### src/hw/pvic_defines.svh
/*
  constants of the pv input conditioning block: register offsets,
  reset values, limits and timing counts.
  assumes a 125 MHz clock and byte addresses on the register bus.
*/
`ifndef PVIC_DEFINES_SVH
`define PVIC_DEFINES_SVH

// ==========================================
// register byte offsets
`define PVIC_OFF_RANGE    6'h00
`define PVIC_OFF_SETUP    6'h04
`define PVIC_OFF_DROP     6'h08
`define PVIC_OFF_LO       6'h0C
`define PVIC_OFF_HI       6'h10
`define PVIC_OFF_RATIO    6'h14
`define PVIC_OFF_BIAS     6'h18
`define PVIC_OFF_FILT     6'h1C
`define PVIC_OFF_PV       6'h20
`define PVIC_OFF_STS      6'h24
`define PVIC_OFF_MSK      6'h28

// ==========================================
// reset values and limits (signed 16-bit counts, square root constants 20-bit)
`define PVIC_RST_SCALE_HI 16'h03E8
`define PVIC_RST_RATIO    16'h03E8
`define PVIC_VAL_MIN      16'hF831
`define PVIC_VAL_MAX      16'h270F
`define PVIC_RATIO_MIN    16'h0001
`define PVIC_DROP_MAX     16'h03E8
`define PVIC_FILT_MAX     16'h04B0
`define PVIC_PCT_FULL     16'h03E8
`define PVIC_PCT_HI_LIM   16'h044C
`define PVIC_PCT_LO_LIM   16'hFF9C
`define PVIC_DIV_1000     16'h03E8
`define PVIC_SQ_SCALE     20'h0_03E8
`define PVIC_SQ_ONE       20'h4_0000
`define PVIC_FRAC_BITS    8

// ==========================================
// range type codes
`define PVIC_TC_FIRST     7'h01
`define PVIC_TC_LAST      7'h1A
`define PVIC_RTD_FIRST    7'h29
`define PVIC_RTD_LAST     7'h44
`define PVIC_DC_FIRST     7'h51
`define PVIC_DC_LAST      7'h5A
`define PVIC_RANGE_LEGACY 7'h03
`define PVIC_RANGE_B_TC   7'h11
`define PVIC_B_TC_LOW_C   16'h0014

// ==========================================
// timing: sample period in ms and clock in kHz
`define PVIC_TS_MS        300
`define PVIC_CLK_KHZ      125000
`define PVIC_TS_CYCLES    (`PVIC_TS_MS * `PVIC_CLK_KHZ)
`define PVIC_TS_TENTHS    16'h0003

`endif

### src/hw/pvic_pkg.sv
/*
  types of the pv input conditioning block: sequencer states and the
  complete state record of the core.
  assumes pvic_defines.svh for all numeric constants.
*/
`default_nettype none

package pvic_pkg;

   // ==========================================
   // sequencer, gray codes from idle through root, scale and ratio to filter
   typedef enum logic [2:0] {
      PVIC_IDLE  = 3'b000,
      PVIC_SQRT  = 3'b001,
      PVIC_SCALE = 3'b011,
      PVIC_RATIO = 3'b010,
      PVIC_FILT  = 3'b110
   } pvic_fsm_t;

   // ==========================================
   // all state of the core
   typedef struct packed {
      pvic_fsm_t          fsm;
      logic [31:0]        ts_cnt;
      logic               ack;
      logic [31:0]        rdata;
      logic [6:0]         rtype;
      logic               unit;
      logic               cjc_ext;
      logic [1:0]         dp;
      logic [15:0]        drop;
      logic signed [15:0] lo;
      logic signed [15:0] hi;
      logic signed [15:0] ratio;
      logic signed [15:0] bias;
      logic [15:0]        filt;
      logic [2:0]         sts;
      logic [2:0]         msk;
      logic signed [15:0] pct;
      logic signed [15:0] pv_scaled;
      logic signed [27:0] acc;
      logic signed [15:0] pv_out;
      logic               done;
      logic               hi_al;
      logic               lo_al;
      logic [19:0]        sq_op;
      logic [19:0]        sq_res;
      logic [19:0]        sq_one;
      logic               dv_busy;
      logic [5:0]         dv_cnt;
      logic [31:0]        dv_num;
      logic [16:0]        dv_rem;
      logic [15:0]        dv_den;
      logic               dv_neg;
   } pvic_state_t;

endpackage

`default_nettype wire

### src/hw/pvic_core.sv
/*
  pv input conditioning core: square root with dropout, scaling,
  ratio and bias, first-order lag filter, limit alarms, avalon-mm
  register slave and a masked interrupt.
  assumes stage_input_i comes from converter logic on clk_i, in
  0.1 % of span, and range table limits arrive on range_tbl ports.
*/
// The register offsets and register access over Avalon-MM were chosen for this implementation.
`include "pvic_defines.svh"
`default_nettype none

module pvic_core #(
   parameter int unsigned SAMPLE_CYCLES = `PVIC_TS_CYCLES
) (
   input  wire logic               clk_i,
   input  wire logic               rst_n_i,
   input  wire logic [5:0]         avs_address_i,
   input  wire logic               avs_read_i,
   input  wire logic               avs_write_i,
   input  wire logic [31:0]        avs_writedata_i,
   output logic      [31:0]        avs_readdata_o,
   output logic                    avs_waitrequest_o,
   input  wire logic signed [15:0] stage_input_i,
   input  wire logic signed [15:0] range_tbl_low_i,
   input  wire logic signed [15:0] range_tbl_high_i,
   output logic signed [15:0]      stage_output_o,
   output logic                    result_valid_o,
   output logic      [1:0]         decimal_point_o,
   output logic                    temp_unit_o,
   output logic                    cjc_external_o,
   output logic                    high_limit_alarm_o,
   output logic                    low_limit_alarm_o,
   output logic                    irq_o
);

   // ==========================================
   // state record and reset image
   localparam pvic_pkg::pvic_state_t RST = '{
      fsm: pvic_pkg::PVIC_IDLE,
      hi: `PVIC_RST_SCALE_HI,
      ratio: `PVIC_RST_RATIO,
      default: '0
   };

   pvic_pkg::pvic_state_t q;
   pvic_pkg::pvic_state_t d;

   logic               is_tc;
   logic               is_rtd;
   logic               is_dc;
   logic               tick;
   logic               req;
   logic               wr_take;
   logic [2:0]         clr;
   logic [2:0]         set;
   logic signed [15:0] w16;
   logic signed [15:0] eff_lo;
   logic signed [15:0] eff_hi;
   logic signed [15:0] p;
   logic signed [31:0] quot;
   logic signed [31:0] dv_n;
   logic [15:0]        dv_d;
   logic               dv_load;
   logic [16:0]        rem_sh;
   logic [19:0]        sq_t;
   logic signed [27:0] comp_fx;

   function automatic logic in_val(input logic signed [15:0] v);
      in_val = (v >= $signed(`PVIC_VAL_MIN)) && (v <= $signed(`PVIC_VAL_MAX));
   endfunction

   // ==========================================
   // next state
   always_comb begin
      d       = q;
      d.done  = 1'b0;
      set     = 3'b000;
      clr     = 3'b000;
      dv_load = 1'b0;
      dv_n    = '0;
      dv_d    = `PVIC_DIV_1000;
      comp_fx = '0;
      p       = stage_input_i;
      w16     = avs_writedata_i[15:0];
      is_tc   = (q.rtype >= `PVIC_TC_FIRST) && (q.rtype <= `PVIC_TC_LAST);
      is_rtd  = (q.rtype >= `PVIC_RTD_FIRST) && (q.rtype <= `PVIC_RTD_LAST);
      is_dc   = (q.rtype >= `PVIC_DC_FIRST) && (q.rtype <= `PVIC_DC_LAST);

      // table limits for sensor ranges, b type floor in celsius
      eff_lo = is_dc ? q.lo : range_tbl_low_i;
      eff_hi = is_dc ? q.hi : range_tbl_high_i;
      if ((q.rtype == `PVIC_RANGE_B_TC) && !q.unit) begin
         eff_lo = `PVIC_B_TC_LOW_C;
      end

      // sample period divider
      tick = (q.ts_cnt == 32'(SAMPLE_CYCLES - 1));
      d.ts_cnt = tick ? 32'h0000_0000 : q.ts_cnt + 32'h0000_0001;

      // bus: first cycle stalls and latches read data, second completes
      req     = avs_read_i | avs_write_i;
      wr_take = avs_write_i & q.ack;
      d.ack   = req & ~q.ack;
      if (req && !q.ack && avs_read_i) begin
         case (avs_address_i)
            `PVIC_OFF_RANGE: d.rdata = {25'h000_0000, q.rtype};
            `PVIC_OFF_SETUP: d.rdata = {28'h000_0000, q.dp, q.cjc_ext, q.unit};
            `PVIC_OFF_DROP:  d.rdata = {16'h0000, q.drop};
            `PVIC_OFF_LO:    d.rdata = 32'(q.lo);
            `PVIC_OFF_HI:    d.rdata = 32'(q.hi);
            `PVIC_OFF_RATIO: d.rdata = 32'(q.ratio);
            `PVIC_OFF_BIAS:  d.rdata = 32'(q.bias);
            `PVIC_OFF_FILT:  d.rdata = {16'h0000, q.filt};
            `PVIC_OFF_PV:    d.rdata = 32'(q.pv_out);
            `PVIC_OFF_STS:   d.rdata = {26'h000_0000, q.lo_al, q.hi_al, 1'b0, q.sts};
            `PVIC_OFF_MSK:   d.rdata = {29'h0000_0000, q.msk};
            default:         d.rdata = 32'h0000_0000;
         endcase
      end
      if (wr_take) begin
         case (avs_address_i)
            `PVIC_OFF_RANGE: d.rtype = avs_writedata_i[6:0];
            `PVIC_OFF_SETUP: begin
               if (is_tc || is_rtd) begin
                  d.unit = avs_writedata_i[0];
               end
               if (is_tc) begin
                  d.cjc_ext = avs_writedata_i[1];
               end
               d.dp = avs_writedata_i[3:2];
            end
            `PVIC_OFF_DROP: begin
               if (is_dc && !w16[15] && (w16 <= $signed(`PVIC_DROP_MAX))) begin
                  d.drop = w16;
               end
            end
            `PVIC_OFF_LO: begin
               if (is_dc && in_val(w16)) begin
                  d.lo = w16;
               end
            end
            `PVIC_OFF_HI: begin
               if (is_dc && in_val(w16)) begin
                  d.hi = w16;
               end
            end
            `PVIC_OFF_RATIO: begin
               if ((w16 >= $signed(`PVIC_RATIO_MIN)) && (w16 <= $signed(`PVIC_VAL_MAX))) begin
                  d.ratio = w16;
               end
            end
            `PVIC_OFF_BIAS: begin
               if (in_val(w16)) begin
                  d.bias = w16;
               end
            end
            `PVIC_OFF_FILT: begin
               if (!w16[15] && (w16 <= $signed(`PVIC_FILT_MAX))) begin
                  d.filt = w16;
               end
            end
            `PVIC_OFF_STS: clr = avs_writedata_i[2:0];
            `PVIC_OFF_MSK: d.msk = avs_writedata_i[2:0];
            default: ;
         endcase
      end
      if (d.rtype == `PVIC_RANGE_LEGACY) begin
         d.dp = 2'b00;
      end

      // shared restoring divider, one quotient bit a cycle
      rem_sh = {q.dv_rem[15:0], q.dv_num[31]};
      quot   = q.dv_neg ? -$signed(q.dv_num) : $signed(q.dv_num);
      if (q.dv_busy && (q.dv_cnt != 6'h00)) begin
         d.dv_cnt = q.dv_cnt - 6'h01;
         if (rem_sh >= {1'b0, q.dv_den}) begin
            d.dv_rem = rem_sh - {1'b0, q.dv_den};
            d.dv_num = {q.dv_num[30:0], 1'b1};
         end else begin
            d.dv_rem = rem_sh;
            d.dv_num = {q.dv_num[30:0], 1'b0};
         end
      end

      sq_t = q.sq_res + q.sq_one;

      // sequence: root, scale, ratio and bias, filter
      case (q.fsm)
         pvic_pkg::PVIC_IDLE: begin
            if (tick) begin
               d.pct   = p;
               d.hi_al = p > $signed(`PVIC_PCT_HI_LIM);
               d.lo_al = p < $signed(`PVIC_PCT_LO_LIM);
               set[1]  = d.hi_al & ~q.hi_al;
               set[2]  = d.lo_al & ~q.lo_al;
               d.fsm   = pvic_pkg::PVIC_SCALE;
               if (is_dc && (q.drop != 16'h0000) && (p > 16'sh0000) &&
                   (p < $signed(`PVIC_PCT_FULL))) begin
                  if (p < $signed(q.drop)) begin
                     d.pct = 16'sh0000;
                  end else begin
                     d.sq_op  = 20'(p[9:0] * `PVIC_SQ_SCALE);
                     d.sq_res = 20'h0_0000;
                     d.sq_one = `PVIC_SQ_ONE;
                     d.fsm    = pvic_pkg::PVIC_SQRT;
                  end
               end
            end
         end
         pvic_pkg::PVIC_SQRT: begin
            if (q.sq_one == 20'h0_0000) begin
               d.pct = 16'(q.sq_res);
               d.fsm = pvic_pkg::PVIC_SCALE;
            end else begin
               d.sq_one = q.sq_one >> 2;
               if (q.sq_op >= sq_t) begin
                  d.sq_op  = q.sq_op - sq_t;
                  d.sq_res = (q.sq_res >> 1) + q.sq_one;
               end else begin
                  d.sq_res = q.sq_res >> 1;
               end
            end
         end
         pvic_pkg::PVIC_SCALE: begin
            dv_n = 32'((eff_hi - eff_lo) * q.pct);
            if (!q.dv_busy) begin
               dv_load = 1'b1;
            end else if (q.dv_cnt == 6'h00) begin
               d.pv_scaled = 16'(eff_lo + quot);
               d.dv_busy   = 1'b0;
               d.fsm       = pvic_pkg::PVIC_RATIO;
            end
         end
         pvic_pkg::PVIC_RATIO: begin
            dv_n = q.pv_scaled * q.ratio;
            if (!q.dv_busy) begin
               dv_load = 1'b1;
            end else if (q.dv_cnt == 6'h00) begin
               d.pv_scaled = 16'(quot + q.bias);
               d.dv_busy   = 1'b0;
               d.fsm       = pvic_pkg::PVIC_FILT;
            end
         end
         pvic_pkg::PVIC_FILT: begin
            // eight fraction bits keep slow filters from sticking
            comp_fx = 28'(q.pv_scaled) <<< `PVIC_FRAC_BITS;
            dv_n    = 32'((comp_fx - q.acc) * 3);
            dv_d    = q.filt + `PVIC_TS_TENTHS;
            if (q.filt == 16'h0000) begin
               d.acc = comp_fx;
            end else if (!q.dv_busy) begin
               dv_load = 1'b1;
            end else if (q.dv_cnt == 6'h00) begin
               d.acc = q.acc + 28'(quot);
            end
            if ((q.filt == 16'h0000) || (q.dv_busy && (q.dv_cnt == 6'h00))) begin
               d.pv_out  = 16'(d.acc >>> `PVIC_FRAC_BITS);
               d.done    = 1'b1;
               set[0]    = 1'b1;
               d.dv_busy = 1'b0;
               d.fsm     = pvic_pkg::PVIC_IDLE;
            end
         end
         default: d.fsm = pvic_pkg::PVIC_IDLE;
      endcase

      if (dv_load) begin
         d.dv_busy = 1'b1;
         d.dv_cnt  = 6'h20;
         d.dv_neg  = dv_n[31];
         d.dv_num  = dv_n[31] ? 32'(-dv_n) : dv_n;
         d.dv_rem  = 17'h0_0000;
         d.dv_den  = dv_d;
      end

      // set wins over a clear in the same cycle
      d.sts = (q.sts & ~clr) | set;
   end

   always_ff @(posedge clk_i or negedge rst_n_i) begin
      if (!rst_n_i) begin
         q <= RST;
      end else begin
         q <= d;
      end
   end

   // ==========================================
   // outputs
   assign avs_waitrequest_o  = req & ~q.ack;
   assign avs_readdata_o     = q.rdata;
   assign stage_output_o     = q.pv_out;
   assign result_valid_o     = q.done;
   assign decimal_point_o    = q.dp;
   assign temp_unit_o        = q.unit;
   assign cjc_external_o     = q.cjc_ext;
   assign high_limit_alarm_o = q.hi_al;
   assign low_limit_alarm_o  = q.lo_al;
   assign irq_o              = |(q.sts & q.msk);
endmodule // pvic_core

`default_nettype wire

### config.mk
export PLATFORM = sky130hd
export DESIGN_NAME = pvic_core
export DESIGN_NICKNAME = d
export VERILOG_FILES = /design/src/hw/pvic_pkg.sv /design/src/hw/pvic_core.sv
export VERILOG_INCLUDE_DIRS = /design/src /design/src/hw
export SDC_FILE = /design/constraint.sdc
export NUM_CORES = 2
export LEC_CHECK = 0
export ABC_AREA = 1
export BUFFER_PORTS_ARGS = -buffer_cell sky130_fd_sc_hd__buf_2
export CAP_MARGIN = 20
export CORE_MARGIN = 2
export CORE_UTILIZATION = 40
export DETAILED_ROUTE_END_ITERATION = 8
export PLACE_DENSITY = 0.57
export SYNTH_ARGS = -nofsm -noshare
export SYNTH_HDL_FRONTEND = slang
export SYNTH_SLANG_ARGS = --single-unit
### constraint.sdc
create_clock -name clk_i -period 9 [get_ports clk_i]
set_clock_uncertainty 0.05 [all_clocks]
set_input_delay 1.8 -clock clk_i [delete_from_list [all_inputs] [get_ports clk_i]]
set_output_delay 1.8 -clock clk_i [all_outputs]
set_load 0.03 [all_outputs]
==> reports/qor.csv <==
metric,value,unit
Final HPWL DP,149,mm
Initial DRC Count,4018,
worst-margin pin slew,1.10,ns
Slew Limit Fails,0,
top-count cell post-synth,nand2_1,
routability cong.,0.969,
register area share after synthesis,0.174,
Via density,5.20,
Synth area leader,fa_1,
crit-path max cell delay,0.58,ns
Rel. slew slack,0.267,
Post-Syn Area,52800,um2
unrepaired setup endpoints after global routing,true,
WL per Instance,19.1,um
Commonest cells post-synth,"nand2_1, inv_1, fa_1",
vias in the first global route,48500,
final worst slack,-0.0678,ns
starting density of the core,0.402,
asr flop ratio synth,1.00,
syn_nets,8462,
Seq cells post-synth,367,
Die Y-Extent,367,um
clock latency at the later pin of the worst-skew pair,0.62,ns
cell at the slowest stage of the critical path,fa_1,
Post-synth EDFFs,0,
syn_area_per_cell,7.16,um2
worst-path maximum fanout,7,
Ports,147,
clk sink count,367,
share of cells above drive strength 1,0.127,
Critical Path Source Type,input port,
Worst Hold Launch,q[357]$_DFF_PN0_,
Final Hold Fails,0,
DRC viols,0,
Reg area,9200,um2
CTS H-Tree Depth,2,
first-pass GRT wire length,281,mm
drt total wl,181,mm
DRT Pass-1 Iters,6,
FF-to-FF Start,q[319]$_DFF_PN0_,
Fmax,110,MHz
maximum root-to-sink buffer count,3,
Critical Path Start,range_tbl_low_i[2],
via count,49300,
gr usage total,0.268,
Port-buffer cells,130,
Hold WC Path Type,flop to flop,
"Reg clk slew, reported paths",0.06,ns
multi-input logic area,38300,um2
CP endpoint kind,flop,
"Req. time, crit path",9.48,ns
failing checks,negative setup slack,
critical path class,input port to flop,
CTS tree,yes,
post-synth cell types,67,
Post-CTS Hold Buffers,0,
Final nets,8781,
CTS Buf Count,42,
post-synth top area share,0.213,
Filler cells,13400,
total grt overflow,0,
Worst EP arrival,9.55,ns
DIE AREA,135000,um2
"Top FF cell, synth",dfrtp_1,
status,"complete, but fails checks",
"Core Util, Final",0.465,
initial antenna violation count,7,
MaxCap Viol Count,0,
ranking of synthesized cells by area,"fa_1, dfrtp_1, nand2_1",
WHS,0.407,ns
core area,131000,um2
crit share post-route,1.01,
Post-Synthesis Cells,7381,
YS warnings,0,
Horiz. Die Dim,367,um
Final min period,9.07,ns
Area Overhead vs Synth,15.5,%
Post-DRT Antenna Nets,0,
row count,133,
Root Driver,clkbuf_16,
final setup violation count,13,
pin count of the biggest net entering global routing,156,
-- routing by layer --
layer / wire (um) / share of wire / vias up / GRT usage
met5: 26 / 0.00014 / - / 0
li1: - / - / 23600 / -
met1: 82200 / 0.45 / 23900 / 0.377
met3: 11800 / 0.065 / 228 / 0.0325
met4: 5960 / 0.033 / 4 / 0.0755
met2: 81400 / 0.45 / 1546 / 0.432
-- per-stage QoR --
stage | cells | instance area (um2) | setup WS [ns] | setup TNS (ns)
3_3_place_gp | 9355 | 57400 | -1.15 | -31.56
5_1_grt | 9486 | 61000 | -0.427 | -10.96
2_1_floorplan | 7381 | 53000 | 0.00349 | 0
3_5_place_dp | 9357 | 57400 | -1.16 | -32.19
4_1_cts | 9462 | 60100 | -0.103 | -0.999
6_report | 9488 | 61000 | -0.0678 | -0.326
-- critical path, delay by kind of cell --
| kind | cells | cell delay [ns] |
|---|---|---|
| and+or+nand+nor | 23 | 2.03 |
| buffers and inverters | 18 | 1.83 |
| AOI/OAI and AO/OA | 2 | 0.25 |
| adders and majority gates | 8 | 3.64 |
-- state kept, by name (all words and copies together) (netlist names) --
name and flops:
result_valid_o 1, temp_unit_o 1, low_limit_alarm_o 1, q 327
high_limit_alarm_o 1, decimal_point_o 2, stage_output_o 16, avs_readdata_o 17
cjc_external_o 1
-- area by class of cell --
type,instances,area share
diodes,2,0.0000820
inverters,1552,0.0963
flip-flops and latches,367,0.151
repair buffers,517,0.0654
well taps,1755,0.0360
multi-input cells,5220,0.627
clock buffers,55,0.0190
clock inverters,20,0.00543
-- kinds of logic after synthesis --
family,share of synthesized area
AO/OA/AOI/OAI,0.106
buffers and inverters,0.132
adder cells (fa/ha/maj),0.315
AND/OR/NAND/NOR,0.241
multiplexers,0.000379
XOR/XNOR,0.0323
flip-flops,0.174
-- placed cells by master (no fill, tap or decap), drive strengths merged, types with 8 or more instances in the layout --
master / synthesis / layout
a21o: 11 / 11
a21oi: 314 / 314
a221oi: 21 / 21
a22o: 8 / 8
a22oi: 31 / 31
a31oi: 27 / 27
buf: 82 / 514
clkbuf: 161 / 58
clkinv: 19 / 28
dfrtp: 355 / 355
dfstp: 12 / 12
fa: 562 / 562
ha: 429 / 429
inv: 1533 / 1532
nand2: 1907 / 1908
nand3: 337 / 337
nand3b: 30 / 30
nand4: 86 / 86
nor2: 535 / 535
nor3: 83 / 83
nor3b: 9 / 9
nor4: 30 / 30
o211ai: 33 / 33
o21a: 20 / 20
o21ai: 377 / 377
o21bai: 20 / 20
o221ai: 19 / 19
o22ai: 55 / 55
or2: 28 / 28
xnor2: 70 / 70
xor2: 125 / 125
-- final timing paths --
kind | slack [ns] | endpoint | cells after the start
worst min-delay path | 0.41 | q[357]$_DFF_PN0_ | 1
worst min register to register | 0.41 | q[357]$_DFF_PN0_ | 1
max in group asynchronous | 6.27 | q[189]$_DFFE_PN0P_ | 2
worst max-delay path | -0.07 | q[65]$_DFFE_PN0P_ | 51
worst max register to register | 0.06 | q[65]$_DFFE_PN0P_ | 53
min in group asynchronous | 1.17 | q[360]$_DFF_PN0_ | 1
-- timing repair --
| item | CTS | global route |
|---|---|---|
| gates resized for setup | 222 | 178 |
| cloned | 2 | 5 |
| endpoints found under the setup margin | 32 | 32 |
| pin swaps | 154 | 119 |
| buffers inserted | 29 | 19 |
Power is not shown: default switching activity piles up to over one toggle a cycle in this logic, so the estimate is an artifact.
